File: config.mk
export PLATFORM = sky130hd
export DESIGN_NAME = wdrt_top
export DESIGN_NICKNAME = d
export VERILOG_FILES = /design/src/wdrt_pkg.sv /design/src/wdrt_sync.sv /design/src/wdrt_top.sv
export VERILOG_INCLUDE_DIRS = /design/src
export SDC_FILE = /design/constraint.sdc
export NUM_CORES = 1
export LEC_CHECK = 0
export ABC_AREA = 1
export BUFFER_PORTS_ARGS = -buffer_cell sky130_fd_sc_hd__buf_2
export CAP_MARGIN = 40
export CORE_ASPECT_RATIO = 1.5
export CORE_MARGIN = 5
export CORE_UTILIZATION = 34
export DETAILED_ROUTE_END_ITERATION = 8
export HOLD_SLACK_MARGIN = 0.08
export MAX_ROUTING_LAYER = met4
export PLACE_DENSITY = 0.82
export SYNTH_ARGS = -nofsm -noshare
export SYNTH_HDL_FRONTEND = slang
export SYNTH_SLANG_ARGS = --single-unit
File: constraint.sdc
create_clock -name ref_clk -period 1.35 [get_ports ref_clk]
set_input_delay 0.27 -clock ref_clk [delete_from_list [all_inputs] [get_ports ref_clk]]
set_output_delay 0.27 -clock ref_clk [all_outputs]
set_load 0.03 [all_outputs]
File: src/wdrt_map.svh
// register map and constants of the watchdog reset timer
`ifndef WDRT_MAP_SVH
`define WDRT_MAP_SVH
`define WDRT_ADDR_WIDTH 12
`define WDRT_CTRL_COUNT_INDEX 12'h2EF
`define WDRT_CTRL_COUNT_ADDR (12'(`WDRT_CTRL_COUNT_INDEX * 4))
`define WDRT_CLEAR_BIT 3
`define WDRT_COUNT_MSB 2
`define WDRT_COUNT_RESET 3'h0
`define WDRT_CLK_HZ 250000000
`define WDRT_TICK_HZ 2
`define WDRT_TICK_CYCLES (`WDRT_CLK_HZ / `WDRT_TICK_HZ)
`endif

File: src/wdrt_pkg.sv
// types of the watchdog reset timer
package wdrt_pkg;
   typedef struct packed {
      logic        psel;
      logic        penable;
      logic        pwrite;
      logic [11:0] paddr;
      logic [31:0] pwdata;
   } wdrt_apb_req_type;
   typedef struct packed {
      logic        pready;
      logic        pslverr;
      logic [31:0] prdata;
   } wdrt_apb_rsp_type;
   typedef enum logic [1:0] {
      WDRT_RUN  = 2'b01,
      WDRT_FIRE = 2'b10
   } wdrt_state_type;
endpackage : wdrt_pkg

File: src/wdrt_sync.sv
// two-flop synchroniser for the 2 Hz tick level
`timescale 1ns/100ps
module wdrt_sync (
   input  wire logic ref_clk,
   input  wire logic nrst,
   input  wire logic din,
   output logic      dout
);
   logic stage1;
   logic next_stage1;
   logic next_dout;
   always_comb begin
      next_stage1 = nrst ? din : 1'b0;
      next_dout   = nrst ? stage1 : 1'b0;
   end
   always_ff @(posedge ref_clk) begin
      stage1 <= next_stage1;
      dout   <= next_dout;
   end
endmodule : wdrt_sync

File: src/wdrt_top.sv
// watchdog reset timer with apb register access
// --------------------------------------------------------------
// Notes on behaviour
// - counter advances only on the 2 Hz tick from the low-speed oscillator
// - three-bit binary counter; overflow of its top bit raises initial reset
// - without a clear for 3.5 to 4 seconds, initial reset is raised
// - counting continues while the cpu is halted
// - writing 1 to bit 3 zeroes the counter; writing 0 does nothing
// - the clear bit always reads as 0
// - bits 2..0 read the counter, all zero after initial reset
// - build option removes the watchdog; then no reset ever fires
// --------------------------------------------------------------
//
// Register access over APB was decided locally.
`include "wdrt_map.svh"
`timescale 1ns/100ps
module wdrt_top
   import wdrt_pkg::*;
#(
   parameter bit WDRT_ENABLE = 1'b1
) (
   input  wire logic        ref_clk,
   input  wire logic        nrst,
   input  wire logic        tick_2hz,
   input  wire logic        cpu_halted,
   input  wire logic        psel,
   input  wire logic        penable,
   input  wire logic        pwrite,
   input  wire logic [11:0] paddr,
   input  wire logic [31:0] pwdata,
   output logic             pready,
   output logic             pslverr,
   output logic [31:0]      prdata,
   output logic             initial_reset
);
   // --------------------------------------------------------------
   // tick capture
   // --------------------------------------------------------------
   wdrt_apb_req_type req;
   logic             tick_sync;
   logic             tick_prev;
   logic             tick_rise;
   assign req = '{psel: psel, penable: penable, pwrite: pwrite, paddr: paddr, pwdata: pwdata};
   wdrt_sync u_sync (
      .ref_clk (ref_clk),
      .nrst    (nrst),
      .din     (tick_2hz),
      .dout    (tick_sync)
   );
   assign tick_rise = tick_sync & ~tick_prev;
   // --------------------------------------------------------------
   // bus decode
   // --------------------------------------------------------------
   function automatic logic hit(input logic [11:0] a);
      hit = (a == `WDRT_CTRL_COUNT_ADDR);
   endfunction : hit
   // halting stops the cpu, never this counter; cpu_halted is not consulted
   logic       access;
   logic       clear_wr;
   logic [2:0] count;
   logic [2:0] next_count;
   logic       next_reset;
   logic       next_ready;
   logic       next_err;
   logic [31:0] next_rdata;
   wdrt_state_type state;
   wdrt_state_type next_state;
   assign access   = req.psel & req.penable & ~pready;
   assign clear_wr = access & req.pwrite & hit(req.paddr) & req.pwdata[`WDRT_CLEAR_BIT];
   // --------------------------------------------------------------
   // counter and reset
   // --------------------------------------------------------------
   // the fire state lasts one cycle, so the reset pulse cannot stretch
   // a tick that lands in the fire cycle is lost; ticks are far apart
   always_comb begin
      next_count = count;
      next_state = state;
      next_reset = 1'b0;
      case (state)
         WDRT_RUN: begin
            if (clear_wr) begin
               next_count = `WDRT_COUNT_RESET;
            end else if (tick_rise) begin
               next_count = 3'(count + 3'h1);
               if (count == 3'h7 && WDRT_ENABLE) begin
                  next_state = WDRT_FIRE;
                  next_reset = 1'b1;
               end
            end
         end
         WDRT_FIRE: begin
            next_count = `WDRT_COUNT_RESET;
            next_state = WDRT_RUN;
         end
         default: begin
            next_count = `WDRT_COUNT_RESET;
            next_state = WDRT_RUN;
         end
      endcase
   end
   always_ff @(posedge ref_clk) begin
      if (!nrst) begin
         count         <= `WDRT_COUNT_RESET;
         state         <= WDRT_RUN;
         initial_reset <= 1'b0;
         tick_prev     <= 1'b0;
      end else begin
         count         <= next_count;
         state         <= next_state;
         initial_reset <= next_reset;
         tick_prev     <= tick_sync;
      end
   end
   // --------------------------------------------------------------
   // register answer
   // --------------------------------------------------------------
   // one wait state: the answer is registered so every output leaves a flip-flop
   always_comb begin
      next_ready = access;
      next_err   = access & ~hit(req.paddr);
      next_rdata = 32'h0;
      if (access & ~req.pwrite & hit(req.paddr)) begin
         next_rdata = {29'h0, count};
      end
   end
   always_ff @(posedge ref_clk) begin
      if (!nrst) begin
         pready        <= 1'b0;
         pslverr       <= 1'b0;
         prdata        <= 32'h0;
      end else begin
         pready        <= next_ready;
         pslverr       <= next_err;
         prdata        <= next_rdata;
      end
   end
endmodule : wdrt_top

# After elaboration in Yosys (flattened, before gate mapping)
# Index checks and enable logic that the tools add are counted.
# word_totals
reg_bits,43
input_bits,51
output_inout_bits,35
word_cells,37
# op_classes
mux,1
n_eq_ne,3
n_bitwise,17
n_reduce_logical,5
add_sub_neg,1
# op_table
op,count
$eq 12x12->1 const B,1
$and 1x1->1,9
$not 1->1,8
$reduce_and 2->1,2
$reduce_or 4->1,1
$add 3x1->3 const B,1
$eq 3x3->1 const B,1
$reduce_and 3->1,1
$reduce_or 3->1,1
$eq 2x1->1 const B,1
$mux 1,1

# Depth between registers and ports, before layout
# Gate-level depths: netlist of the first run.
# logic_depth
ltp_word,7
mapped_depth,7
ltp_nobuf,7

# By module
# A second synthesis of the first run with hierarchy kept.
# hier_totals
hier_cells,105
area_unflattened_um2,832.0
# by_module_without_submodules
module,cells_per_inst,area_each_um2,instances,seq_area_each_um2
wdrt_top,99,777.0,1,240.2
wdrt_sync,6,55.1,1,40.0

# Worst setup path after synthesis of the first run
# Ideal clock, no wire load.
# synth_timing
path_kind,reg2reg
start,reg count[0]
end,reg count[2]
path_stages_with_launch,7
n_path_buf,0
t_arrival_ps,947
path_slack_ps,290
setup_time_ps,112
t_required_ps,1238
synth_period_minus_slack_ps,1060
path_cell_list,dfxtp_1 -> ha_1 -> ha_1 -> nand3_1 -> nand2_1 -> inv_1 -> nor2_1
# synth_via
elab_chain_len,1
# synth_lines
element,line_no,source
from (decl),wdrt_top.sv:60,logic [2:0] count;
from (signal assigned),wdrt_top.sv:103,count <= `WDRT_COUNT_RESET;
from (signal assigned),wdrt_top.sv:108,count <= next_count;
$add 3x1->3,wdrt_top.sv:84,next_count = 3'(count + 3'h1);
# Every way passes these cells.
# A chain may end at the register's enable or synchronous reset.

# Worst setup path after layout of the first run
# Same ends and word-level chain as after synthesis.

==> impl_metrics.env, run 1 <==
export IMPL_run_status="finished, final reports clean"
export IMPL_drive_gt1_frac=0.258
export IMPL_fin_util=0.388
export IMPL_cp_required_ps=1530
export IMPL_htreeDepth=1
export IMPL_wl_per_cell_um=7.23
export IMPL_die_x_um=49.7
export IMPL_die_h_um=69.6
export IMPL_min_path_type="in -> reg"
export IMPL_cp_startpoint="count[0]"
export IMPL_cts_tree="yes"
export IMPL_slew_violations=0
export IMPL_worstRegToRegCells=6
export IMPL_yosysUniqueCellTypes=15
export IMPL_fillers=249
export IMPL_cpMaxStageDelayCell="dfxtp_1"
export IMPL_grt_overflow=0
export IMPL_drt_wl_total_um=1120
export IMPL_cts_hold_fix_buffers=0
export IMPL_synth_warnings=0
export IMPL_synth_seq_area_share=0.348
export IMPL_die_area_mm2=0.00346
export IMPL_tns_ps=0
export IMPL_endpoint="count[2]"
export IMPL_r2r_start="count[0]"
export IMPL_grt_total_usage=0.0754
export IMPL_post_cts_setup_buffer_count=0
export IMPL_routabilityCongestion=0.711
export IMPL_synthToLayoutAreaGrowth_pct=9.02
export IMPL_peakVddDrop_v=0.000371
export IMPL_cap_viol_max_count=0
export IMPL_fmax_mhz=910
export IMPL_post_route_period_util=0.814
export IMPL_synth_simple_area_share=0.246
export IMPL_multi_input_area_um2=340
export IMPL_setup_viol=0
export IMPL_regToRegSetupSlack_ps=250
export IMPL_buffer_ports_inserted=24
export IMPL_drc=0
export IMPL_startpoint_type="flop"
export IMPL_clkTransAtPathRegs_ps=80
export IMPL_num_rows=21
export IMPL_cp_max_fo=3
export IMPL_synth_compound_area_frac=0
export IMPL_postRouteAntennaNets=0
export IMPL_period_minus_slack_ps=1100
export IMPL_power_total_mw=0.895
export IMPL_cts_sinks=14
export IMPL_antenna_cells_inserted=0
export IMPL_cts_buffers=3
export IMPL_vias_per_cell=3.71
export IMPL_synthMuxAreaShare=0
export IMPL_leakage_nw=0.503
export IMPL_rsz0062_at_grt="false"
export IMPL_antenna_found_initial=0
export IMPL_final_hold_violation_count=0
export IMPL_worstSetupPathType="reg -> reg"
export IMPL_syn_area_um2=805
export IMPL_r2r_end="count[2]"
export IMPL_synth_fa_ha_area_frac=0.0311
export IMPL_cp_common_cell="ha_1"
export IMPL_nets=186
export IMPL_initial_core_util=0.356
export IMPL_ctsResizeCount=0
export IMPL_cts_root_buffer="clkbuf_4"
export IMPL_synth_xor_area_frac=0.0109
export IMPL_power_density_mw_per_mm2=1020
export IMPL_syn_area_per_cell_um2=7.66
export IMPL_ys_ff_latch=14
export IMPL_clock_skew_ps=3.38
export IMPL_seq_area_um2=280
export IMPL_grt_pass1_wl_um=2060
export IMPL_cp_arrival_ps=1280
export IMPL_ios=86
export IMPL_clock_latency_ps=280
export IMPL_grt_max_degree=9
export IMPL_coreArea_mm2=0.00226
export IMPL_drt_iter0_drc=8
export IMPL_dr_total_vias=575
export IMPL_grt_pass1_vias=591
export IMPL_synth_top_family_by_area="buffers and inverters"
export IMPL_critPathMaxStageDelay_ps=340
export IMPL_dp_final_hpwl_um=982
export IMPL_firstDrtPassIters=2
export IMPL_netlist_instances=105
export IMPL_endpoint_kind="flop"
export IMPL_cp_cell_sequence="ha_1, ha_1, nand3_1, nand2_1, inv_1, nor2_1"
export IMPL_cts_path_max_buffers=2
## cell usage in the layout, fill, tap and decap left out
cell,count
ha_1,2
nand2_1,16
nand3_1,4
buf_2,24
dfxtp_1,14
xor2_1,1
inv_1,18
nor2_4,1
clkbuf_8,1
clkbuf_4,3
nand3_4,1
nor2_1,10
nor3_1,4
inv_2,1
conb_1,29
nand2_2,2
nor3b_4,1
## layer usage
layer	part of all wire	wire length, um	GRT usage	vias to the layer above
met2	0.48	534	0.118	37
li1	-	-	-	302
met5	0	0	-	-
met1	0.35	388	0.0757	233
met4	0.024	27	0.0437	0
met3	0.15	170	0.0344	3
## worst min path at each step
| stage | start | endpoint | slack (ps) | cells after the start |
|---|---|---|---|---|
| 6_report | tick_2hz | u_sync.stage1 | 170 | 3 |
| 5_1_grt | tick_2hz | u_sync.stage1 | 160 | 3 |
| 4_1_cts | tick_2hz | u_sync.stage1 | 160 | 3 |
| 3_5_place_dp | u_sync.stage1 | u_sync.dout | 410 | 2 |
| 3_3_place_gp | u_sync.stage1 | u_sync.dout | 390 | 2 |
| 2_1_floorplan | nrst | u_sync.dout | 360 | 2 |
## logic make-up (layout without fill, tap and decap cells)
| kind of cell | Yosys count | after routing |
|---|---|---|
| XOR/XNOR | 1 | 1 |
| adder cells (fa/ha/maj) | 2 | 2 |
| buffers and inverters | 48 | 47 |
| flip-flops | 14 | 14 |
| other | 1 | 29 |
| AND/OR/NAND/NOR | 39 | 39 |
## sequential cells by signal, summed over array words and instances, names as in the netlist
name / cells
count: 3
initial_reset: 1
prdata: 3
pready: 1
pslverr: 1
state: 2
tick_prev: 1
u_sync.dout: 1
u_sync.stage1: 1
## cells in the mapped netlist
master | n | share of area
conb_1 | 1 | 0.0047
nand2_2 | 2 | 0.016
nand2_1 | 16 | 0.075
inv_1 | 18 | 0.084
nor3b_4 | 1 | 0.023
nor2_1 | 10 | 0.047
nand3_4 | 1 | 0.022
inv_2 | 1 | 0.0047
nor3_1 | 4 | 0.025
ha_1 | 2 | 0.031
xor2_1 | 1 | 0.011
buf_4 | 29 | 0.27
dfxtp_1 | 14 | 0.35
nor2_4 | 1 | 0.014
nand3_1 | 4 | 0.025
## through the flow
| stage | instance area (um^2) | setup WS (ps) | hold WS (ps) | cells |
|---|---|---|---|---|
| floorplan | 910 | 290 | 363 | 133 |
| global placement | 841 | 256 | 393 | 151 |
| detailed placement | 841 | 249 | 407 | 151 |
| CTS | 877 | 237 | 160 | 155 |
| global route | 877 | 157 | 164 | 155 |
| finish | 877 | 251 | 168 | 155 |
## cell type report
cell class | count | share of cell area
Clock buffer | 4 | 0.0414
Tap cell | 23 | 0.0328
Sequential cell | 14 | 0.320
Inverter | 19 | 0.0813
Multi-Input combinational cell | 71 | 0.388
Timing Repair Buffer | 24 | 0.137
## power by group
part / switching, mW / internal (mW) / total [mW] / leakage (nW)
logic: 0.143 / 0.0346 / 0.178 / 0.368
clock network: 0.128 / 0.164 / 0.292 / 0.0210
registers: 0.00414 / 0.421 / 0.425 / 0.114
total: 0.276 / 0.619 / 0.895 / 0.503
## critical path, delay by kind of cell (launching register included)
family | cells | cell delay (ps)
fa+ha+maj | 2 | 460
buf+inv | 1 | 40
flops | 1 | 340
simple gates | 3 | 160
No activity file was read; power rests on OpenSTA's default activity.
==> inputs of run 2 (changes only) <==
Settings changed: ABC_AREA 1 to 0, CORE_UTILIZATION 34 to 30, PLACE_DENSITY 0.82 to 0.79.
Clock period 1.35 ns to 1 ns, I/O delays scaled along.
==> run 2 against run 1 <==
  * Combinational power grew 40%
  * The flow now finishes with violations (negative setup slack)
  * Wire length grew 21%
  * Via count shrank 4.5%
  * Die area is 5.0% higher
  * Worst setup slack got worse by 310 ps
  * Power up 38%
  * Critical path depth fell by 2
  * Design area is 5.6% higher
  * Register-to-register slack worse by 310 ps
==> impl_metrics.env, run 2 <==
export IMPL_cp_cell_sequence="ha_4, ha_4, mux2i_1, a211oi_1"
export IMPL_p_switching_mw=0.385
export IMPL_p_sw_frac=0.312
export IMPL_postRouteAntennaNets=0
export IMPL_worstRegToRegCells=4
export IMPL_routabilityCongestion=0.706
export IMPL_fmax_mhz=947
export IMPL_synth_warnings=0
export IMPL_cpMaxStageDelayCell="dfxtp_2"
export IMPL_firstDrtPassIters=3
export IMPL_cp_required_ps=1200
export IMPL_hold_slack_ps=127
export IMPL_syn_area_per_cell_um2=10.0
export IMPL_nets=160
export IMPL_power_total_mw=1.23
export IMPL_peakVddDrop_v=0.000860
export IMPL_hp_start="tick_2hz"
export IMPL_intPower_mw=0.849
export IMPL_coreArea_mm2=0.00242
export IMPL_synth_top_flop_cell="dfxtp_1"
export IMPL_power_frac_seq=0.466
export IMPL_p_clk_frac=0.332
export IMPL_cts_tree="yes"
export IMPL_cts_hold_fix_buffers=0
export IMPL_cts_sinks=14
export IMPL_async_reset_ff_frac=0
export IMPL_wl_per_cell_um=10.4
export IMPL_worstSetupPathType="reg -> reg"
export IMPL_synth_area_leaders="dfxtp_1, buf_4, a211oi_1"
export IMPL_cap_viol_max_count=0
export IMPL_cp_max_fo=2
export IMPL_holdPathStages=2
export IMPL_drc=0
export IMPL_ios=86
export IMPL_netlist_instances=75
export IMPL_rsz0062_at_grt="true"
export IMPL_drt_iter0_drc=8
export IMPL_synth_most_common_cell="buf_4"
export IMPL_synthToLayoutAreaGrowth_pct=22.9
export IMPL_final_hold_violation_count=0
export IMPL_run_status="finished, violations left"
export IMPL_htreeDepth=1
export IMPL_cts_path_max_buffers=2
export IMPL_met2_usage=0.126
export IMPL_leakage_nw=0.478
export IMPL_die_area_mm2=0.00363
export IMPL_cts_root_buffer="clkbuf_4"
export IMPL_initial_core_util=0.311
export IMPL_antenna_cells_inserted=0
export IMPL_slew_violations=0
export IMPL_regToRegSetupSlack_ps=-60
export IMPL_syn_area_um2=753
export IMPL_yosysUniqueCellTypes=19
export IMPL_cp_arrival_ps=1250
export IMPL_combPwrFrac=0.202
export IMPL_clkTransAtPathRegs_ps=90
export IMPL_grt_pass1_wl_um=2150
export IMPL_crit_buf_inv=0
export IMPL_num_rows=22
export IMPL_die_h_um=71.4
export IMPL_min_path_type="in -> reg"
export IMPL_reg_top3="count (3), prdata (3), state (2)"
export IMPL_r2r_start="count[1]"
export IMPL_drive_gt1_frac=0.425
export IMPL_cts_buffers=3
export IMPL_layout_commonest_cell="conb_1"
export IMPL_pre_cts_slack_ps=-173
export IMPL_startpoint_type="flop"
export IMPL_grt_overflow=0
export IMPL_antenna_found_initial=0
export IMPL_violations="negative setup slack"
export IMPL_endpoint_kind="flop"
export IMPL_synth_seq_area_share=0.372
export IMPL_cp_common_cell="ha_4"
export IMPL_vias_per_cell=4.22
export IMPL_synth_top_cells_by_count="buf_4, dfxtp_1, a211oi_1"
export IMPL_critPathMaxStageDelay_ps=340
export IMPL_final_cell_mix="conb_1, buf_2, dfxtp_1, buf_4, a211oi_1"
export IMPL_yosysTopAreaCell="dfxtp_1"
export IMPL_period_minus_slack_ps=1060
export IMPL_fin_util=0.382
export IMPL_ys_ff_latch=14
export IMPL_cp_top_family="adder cells"
export IMPL_clock_skew_ps=7.95
export IMPL_setup_ws_ps=-56.3
export IMPL_die_x_um=50.9
export IMPL_power_density_mw_per_mm2=1330
export IMPL_setup_viol=2
export IMPL_grt_busiest_layer="met2"
export IMPL_clock_latency_ps=280
export IMPL_grt_max_degree=11
export IMPL_buffer_ports_inserted=24
export IMPL_synth_edf_count=0
export IMPL_post_route_period_util=1.06
export IMPL_grt_use_met1=0.0863
export IMPL_fillers=249
export IMPL_dp_final_hpwl_um=1150
export IMPL_dr_total_vias=549
export IMPL_whs_endpoint="u_sync.stage1"
export IMPL_grt_pass1_vias=515
export IMPL_synth_top_area_share=0.372
export IMPL_grt_total_usage=0.0793
export IMPL_grtUsageMet3=0.0249
export IMPL_r2r_end="count[2]"
export IMPL_drt_wl_total_um=1350
[run 2: cell count changes after synthesis, sizes merged, moves of 2 or more]
cell	change
a211oi	+5
and2	+3
and3	+3
inv	-18
mux2i	+2
nand2	-15
nand3	-5
nand4b	+3
nor2	-9
nor3	-2
[run 2: how the worst max path moves through the flow]
stage | startpoint | to | slack (ps) | depth (start not counted)
3_3_place_gp | paddr[0] | initial_reset | -160 | 4
5_1_grt | count[1] | count[2] | -140 | 4
3_5_place_dp | paddr[0] | count[0] | -170 | 4
6_report | count[1] | count[2] | -60 | 4
4_1_cts | count[0] | count[2] | -80 | 4
2_1_floorplan | count[0] | count[2] | -30 | 4
[run 2: per-layer routing]
layer  wire, um  up-vias
met3        183        2
li1           -      259
met2        624       42
met5          0        -
met4         23        0
met1        523      246
[run 2: what timing repair did]
action / 4_1_cts / 5_1_grt
setup buffers: 0 / 1
gates resized for setup: 6 / 10
endpoints found under the setup margin: 4 / 14
pin swaps: 2 / 3
[run 2: cells by family (layout without fill, tap and decap cells)]
logic type / after synthesis / in the layout / synth area share
other: 1 / 29 / 0.00498
adder cells (fa/ha/maj): 2 / 2 / 0.0332
AND/OR/NAND/NOR: 19 / 19 / 0.194
XOR/XNOR: 1 / 1 / 0.0116
multiplexers: 2 / 2 / 0.0266
AO/OA/AOI/OAI: 6 / 6 / 0.0631
flip-flops: 14 / 14 / 0.372
buffers and inverters: 30 / 33 / 0.294
[run 2: cell type report]
| type | instances | area, um^2 | area share |
|---|---|---|---|
| Clock buffer | 4 | 36.3 | 0.0392 |
| Multi-Input combinational cell | 59 | 398 | 0.430 |
| Sequential cell | 14 | 285 | 0.308 |
| Timing Repair Buffer | 28 | 173 | 0.186 |
| Tap cell | 24 | 30.0 | 0.0324 |
| Inverter | 1 | 3.75 | 0.00405 |
[run 2: through the flow]
step	cells	TNS, ps	area [um^2]
after floorplan	103	-47.4	892
after global placement	125	-1420	847
after detailed placement	125	-1540	847
after CTS	129	-136	901
after global routing	130	-473	926
final	130	-102	926
[run 2: power by group through the flow]
| stage | logic [mW] | registers (mW) | clock network [mW] |
|---|---|---|---|
| floorplan | 0.264 | 0.594 | 0 |
| global placement | 0.235 | 0.587 | 0 |
| detailed placement | 0.238 | 0.588 | 0 |
| CTS | 0.243 | 0.576 | 0.422 |
| global route | 0.265 | 0.577 | 0.450 |
| finish | 0.249 | 0.576 | 0.410 |
